--- src/rtl/uart_ccfb_cfg.svh ---
// constants of the control-character, flow-control and break block
`ifndef UART_CCFB_CFG_SVH
`define UART_CCFB_CFG_SVH
// register indices (4-bit port address)
`define A_MODE   4'h0
`define A_CMD    4'h1
`define A_BRKCNT 4'h2
`define A_BRKEV  4'h3
`define A_EVT    4'h4
`define A_HOLD   4'h5
`define A_STAT   4'h6
`define TAB_SEL  3
`define TAB_IX   2:0
// mode register bits
`define M_SUB0 0
`define M_SUB1 1
`define M_CL8  2
`define M_PEN  3
`define M_SL2  4
`define M_TXEN 5
`define M_FRZ  6
`define M_MSG  7
// command bits
`define C_STOP    0
`define C_RESTART 1
`define C_HUNT    2
// event bits
`define E_RX  0
`define E_TX  1
`define E_CCR 2
`define E_CTS 3
`define E_BRK 4
`define EVT_W 5
// table entry fields
`define T_E   15
`define T_R   14
`define T_REA 13
`define T_I   12
`define T_CT  11
`define T_A   8
`define T_CH  7:0
`define FLOW_IX 3'h7
`define ENT_RST 16'h8000
// timing: core clocks per line bit
`define BIT_CYC 5'h10
`endif

--- src/rtl/uart_ccfb_pkg.sv ---
// types of the control-character, flow-control and break block
package uart_ccfb_pkg;
  typedef enum logic [1:0] {SK_CHAR, SK_BREAK, SK_IDLE, SK_MARK} serkind_t;
  typedef enum logic [2:0] {TX_IDLE, TX_CHAR, TX_PRE, TX_FLOW, TX_BREAK, TX_MARK} txst_t;
  typedef struct packed {
    logic        txd;
    logic        busy;
    logic        done;
    logic [12:0] shift;
    logic [3:0]  left;
    logic [4:0]  div;
  } ser_t;
  typedef struct packed {
    logic [7:0]       mode;
    logic [15:0]      brkCount;
    logic [15:0]      brkLeft;
    logic [15:0]      brkEv;
    logic [4:0]       evt;
    logic [7:0]       hold;
    logic [7:0][15:0] tab;
    logic             hunt;
    logic             stopping;
    logic             stopped;
    logic             restartPend;
    logic             ctsSeen;
    txst_t            txSt;
    logic [15:0]      rdData;
    logic [7:0]       rxOut;
    logic             rxStore;
    logic             rxClose;
    logic             bufReady;
    logic             txAbort;
    logic             bdCtsLost;
    logic             autoAddr;
    logic             serStart;
    serkind_t         serKind;
    logic [7:0]       serData;
    logic             serAddr;
  } top_t;
endpackage

--- src/rtl/uart_seq_tx.sv ---
// line serializer for characters, break, preamble and mark bits
`timescale 1ns/1ps
`default_nettype none
`include "uart_ccfb_cfg.svh"
module uart_seq_tx (
  input  wire logic                 core_clk,
  input  wire logic                 rst,
  input  wire logic                 start,
  input  wire uart_ccfb_pkg::serkind_t kind,
  input  wire logic [7:0]           data,
  input  wire logic                 addr,
  input  wire logic                 cl8,
  input  wire logic                 parity_on,
  input  wire logic                 sl2,
  input  wire logic                 addrEn,
  output logic                      txd,
  output logic                      busy,
  output logic                      done
);
  // ************************
  // frame geometry
  // ************************
  // one frame is 9 to 13 bits, so break and preamble share its length
  function automatic logic [3:0] frameLen(input logic c8, input logic p,
                                          input logic s2, input logic a);
    frameLen = 4'h9 + {3'h0, c8} + {3'h0, p} + {3'h0, s2} + {3'h0, a};
  endfunction

  uart_ccfb_pkg::ser_t sReg;
  uart_ccfb_pkg::ser_t sNext;
  logic [12:0]         frame;
  int                  pos;

  always_comb begin
    frame = '1;
    pos = 1;
    frame[0] = 1'b0;
    for (int i = 0; i < 8; i++) begin
      if (i < 7 || cl8) begin
        frame[pos[3:0]] = data[i];
        pos = pos + 1;
      end
    end
    if (parity_on) begin
      // odd parity over the data bits sent
      frame[pos[3:0]] = ~(^(data & {cl8, 7'h7F}));
      pos = pos + 1;
    end
    if (addrEn) begin
      frame[pos[3:0]] = addr;
    end
  end

  // ************************
  // bit sequencing
  // ************************
  always_comb begin
    sNext = sReg;
    sNext.done = 1'b0;
    if (start) begin
      sNext.busy = 1'b1;
      sNext.div = 5'h00;
      sNext.left = frameLen(cl8, parity_on, sl2, addrEn);
      unique case (kind)
        uart_ccfb_pkg::SK_CHAR: begin
          sNext.txd = frame[0];
          sNext.shift = frame >> 1;
        end
        uart_ccfb_pkg::SK_BREAK: begin
          sNext.txd = 1'b0;
          sNext.shift = 13'h0000;
        end
        uart_ccfb_pkg::SK_IDLE: begin
          sNext.txd = 1'b1;
          sNext.shift = 13'h1FFF;
        end
        uart_ccfb_pkg::SK_MARK: begin
          sNext.txd = 1'b1;
          sNext.shift = 13'h1FFF;
          sNext.left = 4'h1;
        end
      endcase
    end else if (sReg.busy) begin
      sNext.div = sReg.div + 5'h01;
      if (sReg.div == `BIT_CYC - 5'h01) begin
        sNext.div = 5'h00;
        if (sReg.left == 4'h1) begin
          // line level is held so back-to-back breaks stay low
          sNext.busy = 1'b0;
          sNext.done = 1'b1;
        end else begin
          sNext.left = sReg.left - 4'h1;
          sNext.txd = sReg.shift[0];
          sNext.shift = sReg.shift >> 1;
        end
      end
    end
  end

  always_ff @(posedge core_clk or posedge rst) begin
    if (rst) begin
      sReg <= '0;
      sReg.txd <= 1'b1;
    end else begin
      sReg <= sNext;
    end
  end

  assign txd = sReg.txd;
  assign busy = sReg.busy;
  assign done = sReg.done;

  AST_BREAK_LOW: assert property (@(posedge core_clk) disable iff (rst)
    start && kind == uart_ccfb_pkg::SK_BREAK |=> !txd [*8])
    else $error("break bit not low");
  AST_MARK_HIGH: assert property (@(posedge core_clk) disable iff (rst)
    start && kind == uart_ccfb_pkg::SK_MARK |=> txd [*8] ##1 busy)
    else $error("mark bit not high");
  AST_PRE_HIGH: assert property (@(posedge core_clk) disable iff (rst)
    start && kind == uart_ccfb_pkg::SK_IDLE |=> (txd && busy) [*8])
    else $error("preamble not high");
endmodule
`default_nettype wire

--- src/rtl/uart_ctrl_char_flow_break.sv ---
// control-character match, flow-control send, break, preamble and hunt
//
// Design decisions made here: the register offsets and the address-and-strobe port.
`timescale 1ns/1ps
`default_nettype none
`include "uart_ccfb_cfg.svh"
module uart_ctrl_char_flow_break (
  input  wire logic        core_clk,
  input  wire logic        rst,
  input  wire logic [3:0]  regAddr,
  input  wire logic [15:0] regWrData,
  input  wire logic        regWr,
  input  wire logic        regRd,
  output logic [15:0]      regRdData,
  input  wire logic        rxCharValid,
  input  wire logic [7:0]  rxChar,
  input  wire logic        rxAddrBit,
  input  wire logic        rxFrameErr,
  input  wire logic        rxIdle,
  output logic             rxStore,
  output logic [7:0]       rxCharOut,
  output logic             rxCloseBuf,
  input  wire logic        bufValid,
  input  wire logic [7:0]  bufChar,
  input  wire logic        bufAddrBit,
  input  wire logic        bufPreamble,
  input  wire logic        bufActive,
  output logic             bufReady,
  output logic             txAbort,
  output logic             bdCtsLost,
  output logic             autoAddrMatch,
  input  wire logic        ctsOk,
  output logic             txd
);
  // ************************
  // table scan
  // ************************
  // result is {hit, reject, index}
  function automatic logic [4:0] scanTab(input logic [7:0][15:0] t, input logic [7:0] c);
    logic stop;
    scanTab = 5'h00;
    stop = 1'b0;
    for (int i = 0; i < 8; i++) begin
      if (!stop && t[i][`T_E]) begin
        stop = 1'b1;
      end else if (!stop && t[i][`T_CH] == c) begin
        stop = 1'b1;
        scanTab = {1'b1, t[i][`T_R], i[2:0]};
      end
    end
  endfunction

  uart_ccfb_pkg::top_t r;
  uart_ccfb_pkg::top_t n;
  logic                serBusy;
  logic                serDone;
  logic [4:0]          scan;
  logic                isBrk;
  logic                flowRdy;
  logic [15:0]         flowEnt;

  assign scan = scanTab(r.tab, rxChar);
  assign isBrk = rxCharValid && rxChar == 8'h00 && rxFrameErr;
  assign flowEnt = r.tab[`FLOW_IX];
  // flow use needs empty set, reject clear
  assign flowRdy = r.mode[`M_TXEN] && flowEnt[`T_E] && !flowEnt[`T_R] && flowEnt[`T_REA];

  // ************************
  // next state
  // ************************
  always_comb begin
    n = r;
    n.rdData = 16'h0000;
    n.rxStore = 1'b0;
    n.rxClose = 1'b0;
    n.bufReady = 1'b0;
    n.txAbort = 1'b0;
    n.bdCtsLost = 1'b0;
    n.serStart = 1'b0;
    n.autoAddr = r.mode[`M_SUB1] && r.mode[`M_SUB0];
    if (regWr) begin
      if (regAddr[`TAB_SEL]) begin
        n.tab[regAddr[`TAB_IX]] = regWrData;
      end else begin
        case (regAddr)
          `A_MODE:   n.mode = regWrData[7:0];
          `A_BRKCNT: n.brkCount = regWrData;
          `A_BRKEV:  n.brkEv = regWrData;
          `A_EVT:    n.evt = r.evt & ~regWrData[`EVT_W-1:0];
          `A_CMD: begin
            if (regWrData[`C_STOP]) begin
              n.txAbort = 1'b1;
              n.stopping = 1'b1;
              n.stopped = 1'b1;
              n.restartPend = 1'b0;
              n.brkLeft = r.brkCount;
            end
            if (regWrData[`C_RESTART]) begin
              if (n.stopping) begin
                n.restartPend = 1'b1;
              end else begin
                n.stopped = 1'b0;
              end
            end
            if (regWrData[`C_HUNT]) begin
              n.hunt = 1'b1;
              n.rxClose = 1'b1;
              n.evt[`E_RX] = 1'b1;
            end
          end
          default: ;
        endcase
      end
    end
    if (regRd) begin
      if (regAddr[`TAB_SEL]) begin
        n.rdData = r.tab[regAddr[`TAB_IX]];
      end else begin
        case (regAddr)
          `A_MODE:   n.rdData = {8'h00, r.mode};
          `A_BRKCNT: n.rdData = r.brkCount;
          `A_BRKEV:  n.rdData = r.brkEv;
          `A_EVT:    n.rdData = {11'h000, r.evt};
          `A_HOLD:   n.rdData = {8'h00, r.hold};
          `A_STAT:   n.rdData = {12'h000, r.stopping, r.stopped, serBusy, r.hunt};
          default:   n.rdData = 16'h0000;
        endcase
      end
    end
    // ************************
    // receive side
    // ************************
    if (isBrk) begin
      n.brkEv = r.brkEv + 16'h0001;
      n.evt[`E_BRK] = 1'b1;
      n.rxClose = !r.hunt;
    end else if (rxCharValid && r.hunt) begin
      if (r.mode[`M_SUB0] && rxAddrBit) begin
        n.hunt = 1'b0;
        n.rxStore = 1'b1;
        n.rxOut = rxChar;
      end
    end else if (rxCharValid && r.mode[`M_MSG] && scan[4]) begin
      if (scan[3]) begin
        n.hold = rxChar;
        n.evt[`E_CCR] = 1'b1;
      end else begin
        n.rxStore = 1'b1;
        n.rxOut = rxChar;
        n.rxClose = 1'b1;
        n.evt[`E_RX] = 1'b1;
      end
    end else if (rxCharValid) begin
      n.rxStore = 1'b1;
      n.rxOut = rxChar;
    end
    if (rxIdle && r.hunt && !r.mode[`M_SUB0] && !r.mode[`M_SUB1]) begin
      n.hunt = 1'b0;
    end
    // ************************
    // transmit side
    // ************************
    unique case (r.txSt)
      uart_ccfb_pkg::TX_IDLE: begin
        if (!serBusy) begin
          if (flowRdy) begin
            n.serStart = 1'b1;
            n.serKind = uart_ccfb_pkg::SK_CHAR;
            n.serData = flowEnt[`T_CH];
            n.serAddr = flowEnt[`T_A];
            n.ctsSeen = 1'b0;
            n.txSt = uart_ccfb_pkg::TX_FLOW;
          end else if (r.stopping) begin
            if (r.brkLeft != 16'h0000) begin
              n.serStart = 1'b1;
              n.serKind = uart_ccfb_pkg::SK_BREAK;
              n.txSt = uart_ccfb_pkg::TX_BREAK;
            end else begin
              n.stopping = 1'b0;
              n.stopped = !r.restartPend;
              n.restartPend = 1'b0;
            end
          end else if (r.mode[`M_TXEN] && !r.stopped && !r.mode[`M_FRZ] && bufValid) begin
            n.bufReady = 1'b1;
            n.serStart = 1'b1;
            n.serData = bufChar;
            n.serAddr = bufAddrBit;
            n.serKind = bufPreamble ? uart_ccfb_pkg::SK_IDLE : uart_ccfb_pkg::SK_CHAR;
            n.txSt = bufPreamble ? uart_ccfb_pkg::TX_PRE : uart_ccfb_pkg::TX_CHAR;
          end
        end
      end
      uart_ccfb_pkg::TX_CHAR: begin
        if (serDone) begin
          n.txSt = uart_ccfb_pkg::TX_IDLE;
        end
      end
      uart_ccfb_pkg::TX_PRE: begin
        if (serDone) begin
          n.serStart = 1'b1;
          n.serKind = uart_ccfb_pkg::SK_CHAR;
          n.txSt = uart_ccfb_pkg::TX_CHAR;
        end
      end
      uart_ccfb_pkg::TX_FLOW: begin
        if (!ctsOk && !r.ctsSeen) begin
          n.ctsSeen = 1'b1;
          n.tab[`FLOW_IX][`T_CT] = 1'b1;
          n.evt[`E_CTS] = 1'b1;
          n.bdCtsLost = bufActive;
        end
        if (serDone) begin
          n.tab[`FLOW_IX][`T_REA] = 1'b0;
          if (flowEnt[`T_I]) begin
            n.evt[`E_TX] = 1'b1;
          end
          n.txSt = uart_ccfb_pkg::TX_IDLE;
        end
      end
      uart_ccfb_pkg::TX_BREAK: begin
        if (serDone) begin
          n.brkLeft = r.brkLeft - 16'h0001;
          n.serStart = 1'b1;
          if (r.brkLeft == 16'h0001) begin
            n.serKind = uart_ccfb_pkg::SK_MARK;
            n.txSt = uart_ccfb_pkg::TX_MARK;
          end else begin
            n.serKind = uart_ccfb_pkg::SK_BREAK;
          end
        end
      end
      uart_ccfb_pkg::TX_MARK: begin
        if (serDone) begin
          // idle, or resume on earlier restart
          n.stopping = 1'b0;
          n.stopped = !r.restartPend;
          n.restartPend = 1'b0;
          n.txSt = uart_ccfb_pkg::TX_IDLE;
        end
      end
    endcase
  end

  always_ff @(posedge core_clk or posedge rst) begin
    if (rst) begin
      r <= '0;
      r.tab <= {8{`ENT_RST}};
      r.txSt <= uart_ccfb_pkg::TX_IDLE;
      r.serKind <= uart_ccfb_pkg::SK_CHAR;
    end else begin
      r <= n;
    end
  end

  uart_seq_tx u_ser (
    .core_clk (core_clk),
    .rst      (rst),
    .start    (r.serStart),
    .kind     (r.serKind),
    .data     (r.serData),
    .addr     (r.serAddr),
    .cl8      (r.mode[`M_CL8]),
    .parity_on      (r.mode[`M_PEN]),
    .sl2      (r.mode[`M_SL2]),
    .addrEn   (r.mode[`M_SUB0]),
    .txd      (txd),
    .busy     (serBusy),
    .done     (serDone)
  );

  assign regRdData = r.rdData;
  assign rxStore = r.rxStore;
  assign rxCharOut = r.rxOut;
  assign rxCloseBuf = r.rxClose;
  assign bufReady = r.bufReady;
  assign txAbort = r.txAbort;
  assign bdCtsLost = r.bdCtsLost;
  assign autoAddrMatch = r.autoAddr;

  AST_BREAK_COUNT: assert property (@(posedge core_clk) disable iff (rst)
    isBrk |=> r.brkEv == $past(r.brkEv) + 16'h0001 && r.evt[`E_BRK] && !rxStore)
    else $error("break not counted");
  AST_REJECT: assert property (@(posedge core_clk) disable iff (rst)
    rxCharValid && !isBrk && !r.hunt && r.mode[`M_MSG] && scan[4] && scan[3]
    |=> r.hold == $past(rxChar) && r.evt[`E_CCR] && !rxStore && !rxCloseBuf)
    else $error("reject not held");
  AST_STORE_CLOSE: assert property (@(posedge core_clk) disable iff (rst)
    rxCharValid && !isBrk && !r.hunt && r.mode[`M_MSG] && scan[4] && !scan[3]
    |=> rxStore && rxCloseBuf && rxCharOut == $past(rxChar) && r.evt[`E_RX])
    else $error("store match not closed");
  AST_HUNT_QUIET: assert property (@(posedge core_clk) disable iff (rst)
    rxCharValid && r.hunt && !rxAddrBit |=> !rxStore)
    else $error("hunt passed data");
  AST_FLOW_FIRST: assert property (@(posedge core_clk) disable iff (rst)
    r.txSt == uart_ccfb_pkg::TX_IDLE && !serBusy && flowRdy
    |=> !bufReady && r.txSt == uart_ccfb_pkg::TX_FLOW)
    else $error("buffer beat flow char");
  AST_FLOW_DONE: assert property (@(posedge core_clk) disable iff (rst)
    r.txSt == uart_ccfb_pkg::TX_FLOW && serDone
    |=> !r.tab[`FLOW_IX][`T_REA] && (r.evt[`E_TX] || !$past(flowEnt[`T_I])))
    else $error("ready not cleared");
  AST_FLOW_HOLD: assert property (@(posedge core_clk) disable iff (rst)
    r.txSt == uart_ccfb_pkg::TX_FLOW && !serDone && !regWr
    |=> r.tab[`FLOW_IX][`T_REA])
    else $error("ready dropped early");
  AST_CTS_LOST: assert property (@(posedge core_clk) disable iff (rst)
    r.txSt == uart_ccfb_pkg::TX_FLOW && !ctsOk && !r.ctsSeen
    |=> r.tab[`FLOW_IX][`T_CT] && r.evt[`E_CTS] && bdCtsLost == $past(bufActive))
    else $error("cts loss not flagged");
endmodule
`default_nettype wire

--- config.mk ---
export PLATFORM = sky130hd
export DESIGN_NAME = uart_ctrl_char_flow_break
export DESIGN_NICKNAME = d
export VERILOG_FILES = /design/src/rtl/uart_ccfb_pkg.sv /design/src/rtl/uart_seq_tx.sv /design/src/rtl/uart_ctrl_char_flow_break.sv
export VERILOG_INCLUDE_DIRS = /design/src /design/src/rtl
export SDC_FILE = /design/constraint.sdc
export NUM_CORES = 1
export LEC_CHECK = 0
export BUFFER_PORTS_ARGS = -buffer_cell sky130_fd_sc_hd__buf_2
export CAP_MARGIN = 20
export CELL_PAD_IN_SITES_DETAIL_PLACEMENT = 1
export CELL_PAD_IN_SITES_GLOBAL_PLACEMENT = 1
export CORE_AREA = 8 8 249 251
export CTS_CLUSTER_SIZE = 24
export DETAILED_ROUTE_END_ITERATION = 12
export DIE_AREA = 0 0 257 259
export GPL_TIMING_DRIVEN = 0
export PLACE_DENSITY_LB_ADDON = 0.1
export SLEW_MARGIN = 20
export SYNTH_ARGS = -nofsm -noshare
export SYNTH_HDL_FRONTEND = slang
export SYNTH_HIERARCHICAL = 1
export SYNTH_SLANG_ARGS = --single-unit
--- constraint.sdc ---
create_clock -name core_clk -period 10.7 [get_ports core_clk]
set_input_delay 3.21 -clock core_clk [delete_from_list [all_inputs] [get_ports core_clk]]
set_output_delay 3.21 -clock core_clk [all_outputs]
set_load 0.03 [all_outputs]
# Word-level counts from Yosys, hierarchy flattened
# Cells that the tools add are included.
[classes]
n_addsub = 9
n_lt_le_gt_ge = 6
eq_ne = 39
muxes = 159
bitwise_logic = 8
reduce_logical = 79
[op_table]
columns = ["cell", "n"]
rows = [
  ["$mux W16", 9],
  ["$mux W130", 1],
  ["$bwmux W128", 1],
  ["$mux W126", 1],
  ["$pmux W16 S6", 1],
  ["$mux W9", 9],
  ["$mux W5", 16],
  ["$mux W37", 2],
  ["$eq A8 B8 Y1", 8],
  ["$mux W1", 62],
  ["$mux W3", 20],
  ["$mux W25", 2],
  ["$bmux W16 S3", 1],
  ["$demux W16 S3", 1],
  ["$pmux W13 S3", 1],
  ["$mux W12", 3],
  ["$logic_and A1 B1 Y1", 34],
  ["$mux W17", 2],
  ["$bwmux W13", 2],
  ["$mux W13", 2],
  ["$mux W22", 1],
  ["$mux W4", 5],
  ["$add A16 B1 Y16 const B", 1],
  ["$eq A16 B1 Y1 const B", 1],
  ["other kinds (53)", 114],
]
[totals]
register_bits = 272
inputBits = 49
output_inout_bits = 31
word_cells = 340

# Logic depth before layout (Yosys ltp)
[logic_depth]
word_depth = 35
mapped_depth = 10
ltp_nobuf = 9

# Hierarchy
# The synthesis kept the hierarchy.
[modules_own_cells]
columns = ["module", "n_inst", "cells_each", "area_per_inst_um2", "seq_area_each_um2"]
rows = [
  ["uart_ctrl_char_flow_break", 1, 1108, 12817.3, 6190.9],
  ["uart_seq_tx", 1, 164, 1501.4, 626.9],
]

# Worst setup path before layout
# OpenSTA, ideal clock, no wires.
[synth_timing]
path_kind = "in2reg"
from = "input rxChar[2]"
to = "register r[178] (netlist bit)"
setup_time_ns = 0.125
t_arrival_ns = 5.528
required_ns = 10.575
slack_ns = 5.047
cell_stages = 10
path_buffers = 2
path_cell_list = "buf_4 > xor2_1 > nor4_1 > and2_4 > or4_4 > or4_4 > nand3_2 > and4_1 > buf_6 > mux2_4"
[synth_via]
elab_chain_len = 33
elab_cells_between_ends = 65
cone_classes = "8 x eq/ne; 30 x mux; 1 x bitwise; 26 x reduce/logical"
[synth_rtl]
columns = ["item", "line", "rtl"]
rows = [
  ["start, declared", "uart_ctrl_char_flow_break.sv:16", "input wire logic [7:0] rxChar,"],
  ["$eq A8 B8 Y1", "uart_ctrl_char_flow_break.sv:46", "end else if (!stop && t[i][`T_CH] == c) begin"],
  ["$mux W1", "uart_ctrl_char_flow_break.sv:46", ""],
  ["$mux W1", "uart_ctrl_char_flow_break.sv:44", "if (!stop && t[i][`T_E]) begin"],
  ["$logic_not A1 Y1", "uart_ctrl_char_flow_break.sv:44, uart_ctrl_char_flow_break.sv:46", ""],
  ["$logic_and A1 B1 Y1", "uart_ctrl_char_flow_break.sv:46", ""],
  ["$mux W1", "uart_ctrl_char_flow_break.sv:46", ""],
  ["$mux W1", "uart_ctrl_char_flow_break.sv:44", ""],
  ["$logic_not A1 Y1", "uart_ctrl_char_flow_break.sv:44, uart_ctrl_char_flow_break.sv:46", ""],
  ["[17 not listed]", "n/a", ""],
  ["$mux W1", "uart_ctrl_char_flow_break.sv:46", ""],
  ["$mux W1", "uart_ctrl_char_flow_break.sv:44", ""],
  ["$logic_not A1 Y1", "uart_ctrl_char_flow_break.sv:44, uart_ctrl_char_flow_break.sv:46", ""],
  ["$logic_and A1 B1 Y1", "uart_ctrl_char_flow_break.sv:46", ""],
  ["$mux W5", "uart_ctrl_char_flow_break.sv:46", ""],
  ["$mux W5", "uart_ctrl_char_flow_break.sv:44", ""],
  ["$logic_and A1 B1 Y1", "uart_ctrl_char_flow_break.sv:143", "end else if (rxCharValid && r.mode[`M_MSG] && scan[4]) begin"],
  ["$reduce_and A4 Y1 (no line) (*)", "n/a", ""],
  ["end signal, assigned", "uart_ctrl_char_flow_break.sv:251", "r <= n;"],
  ["end, declared", "uart_ctrl_char_flow_break.sv:53", "uart_ccfb_pkg::top_t r;"],
]
# Every way passes the cells marked *; elsewhere a longest branch is shown, timed or not.
# A chain may end at the register's enable or synchronous reset.

==> reports/metrics.csv <==
metric,value,unit
outcome,"finished, final reports clean",
vias_per_cell,4.907,
rows,89,
max_clock_freq,163.2,MHz
synth.top_cells.by_area,"dfrtp_1 (46%), mux2_2 (13%), mux4_2 (5.0%), xnor2_1 (2.8%), nand2_1 (2.6%)",
slew-limit-headroom,30.96,%
yosys.area.top_type_share,45.96,%
synth_area_per_cell,11.26,µm²
layer_with_the_highest_usage,met2,
worstMarginPinSlew,1.032,ns
final_period_minus_worst_setup_slack,6.126,ns
synthCells,1272,
synth_top_family_by_area,multiplexers,
synth_xor_xnor_area_share,4.675,%
netlist_area,14320,µm²
numCtsBuffers,37,
rsz0062_at_grt,no,
layout.nets,1441,
critical_path.startpoint_type,input pin,
critical_path_required,11.08,ns
place_area,15710,µm²
proportion_of_synthesized_area_in_mux_cells,18.94,%
synth-simple-area-share,11.61,%
clockBufferDepth,3,
power_leakage,7.051,nW
clk_transition_reported_paths,0.05,ns
route.vias.total,10690,
timing.clock.skew,0.01776,ns
area_growth_syn_to_layout,17.90,%
post-route-period-util,57.25,%
edff_count_synth,0,
area_enclosed_by_the_die_boundary,66560,µm²
clockRootBuffer,clkbuf_16,
design.portCount,80,
endpoint_kind,register,
async_reset_ff_share,100.0,%
layout_commonest_cell,dfrtp_1,
layout.cells.most_common_list,"dfrtp_1 (263), mux2_2 (164), nand2_1 (98)",
clock_tree.htree_level_count,2,
start_util,24.59,%
ys_warn_count,6,
grt_max_degree,93,
finalWirelength,52210,µm
routedWlPerCell,23.96,µm
synth_sequential_area_ratio,47.61,%
final_hold_viol_count,0,
synth-adder-area-share,1.014,%
cp_max_fanout,10,
gr-total-overflow,0,
ir_drop,0.00008808,V
report.final.slew_viol_count,0,
compound_cell_area_share_of_the_yosys_netlist,11.28,%
critPathArrivalTime,6.50,ns
chipWidth,257,µm
setup.worst_path.class,in -> reg,
tritoncts,yes,
setup_tns,0,ns
worst_skew_pair.late_latency,0.54,ns
p_per_area,205.5,nW/µm²
grt_pass1_vias,11590,
use_met1,20.88,%
globalRouteMet2Util,26.12,%
count_of_port_buffers_added_during_placement,65,
post-route-drc-count,0,
finalWeightedCongestion,0.7997,
synth_top_area_cell,dfrtp_1,
fin_area,16880,µm²
final_report_setup_violation_count,0,
synthFlopType,dfrtp_1,
detailedRoute.firstPassIterationCount,5,
ys_ff_latch,272,
post_cts_setup_repair_buffer_count,0,
synth.distinct_cells,82,
design.core.area,58240,µm²
dieHeight,259,µm
postCtsHoldBufs,0,
grt_antenna_before_repair,0,
antenna_cells,0,
drt_iter0_drc,573,
dp_hpwl,38360,µm
timing.max_cap.violations,0,
syn_nets,1332,
tritoncts_num_sinks,272,
wire_length_of_the_first_global_routing_pass,78850,µm
antenna_violating_nets_post_route,0,
grt_use_met3,2.021,%
grt.total_usage,15.55,%
fraction_of_final_layout_cells_sized_beyond_drive_strength_1,28.31,%
worstHoldPathType,reg -> reg,
cts_resizes,0,
## flip-flops by register name, indices dropped and copies added (netlist names)
signal         cells
autoAddrMatch      1
bdCtsLost          1
bufReady           1
flowEnt           16
r                201
regRdData         16
rxCharOut          8
rxCloseBuf         1
rxStore            1
txAbort            1
u_ser/busy         1
u_ser/done         1
u_ser/sReg        22
u_ser/txd          1
## through the flow
stage / util [%] / std cells / setup WS (ns) / total power [mW] / hold slack (ns)
CTS: 28.96 / 2178 / 4.425 / 3.531 / 0.4593
global placement: 26.81 / 2110 / -3.411 / 2.267 / 0.4363
floorplan: - / 1272 / 0.7167 / 1.998 / 0.4170
detailed placement: 26.97 / 2114 / 3.845 / 2.289 / 0.4532
global route: 28.99 / 2179 / 4.341 / 3.675 / 0.4905
finish: 28.99 / 2179 / 4.574 / 3.469 / 0.4575
## routing by layer
metal	vias up	share of wire (%)
met5	-	0
met4	0	2.1
met3	63	2.7
met2	156	48
met1	5605	47
li1	4868	-
## where the power goes
part	total (mW)	internal [mW]	switching, mW
registers	1.49	1.26	0.225
clock network	1.20	0.729	0.475
logic	0.780	0.380	0.400
total	3.47	2.37	1.10
## layout make-up
type                       instances  area [µm²]
timing repair buffer              70       406.6
buffer                           106       576.8
clock buffer                      59        1109
clock inverter                     5       50.05
fill                            6482       41360
sequential                       272        6818
tap                              773       967.2
multi-input combinational        862        6827
inverter                          32       127.6
## kinds of logic after synthesis
kind of cell / after synthesis
and+or+nand+nor: 335
DFF: 272
AOI/OAI and AO/OA: 234
muxes: 208
buffers and inverters: 138
xor gates and xnor gates: 74
adders and majority gates: 11
## worst paths after layout
check / from / endpoint / slack (ns) / cells after the start
max in group asynchronous: rst / r[81] / 7.02 / 3
min: r[46] / r[47] / 0.46 / 1
max reg2reg: r[68] / r[178] / 7.41 / 9
min in group asynchronous: rst / autoAddrMatch / 2.74 / 2
max: regAddr[0] / regRdData[6] / 4.57 / 8
min reg2reg: r[46] / r[47] / 0.46 / 1
## cell usage after synthesis, drive strengths merged (7+ instances only)
master    n
a211oi   19
dfrtp   263
nor2     78
nand2b    9
o21ai    49
ha       10
and2      7
mux2    169
and3     16
xnor2    46
nor4     12
a41oi     7
inv      32
a222oi    8
o221ai    8
a21oi    50
nor2b    11
dfstp     9
nand2    98
nand3    35
buf      54
nor3     26
mux4     32
clkbuf   52
xor2     27
a22oi    23
mux2i     7
nand4    15
a311oi   12
## critical path, stage by stage
cell and delay (ns):
clkbuf_1 0.59, buf_1 0.70, clkbuf_1 0.73, mux4_2 0.41, mux2i_1 0.26, a21oi_1 0.14, a221oi_1 0.31, nor2_1 0.14
(Power assumes the default switching activity.)
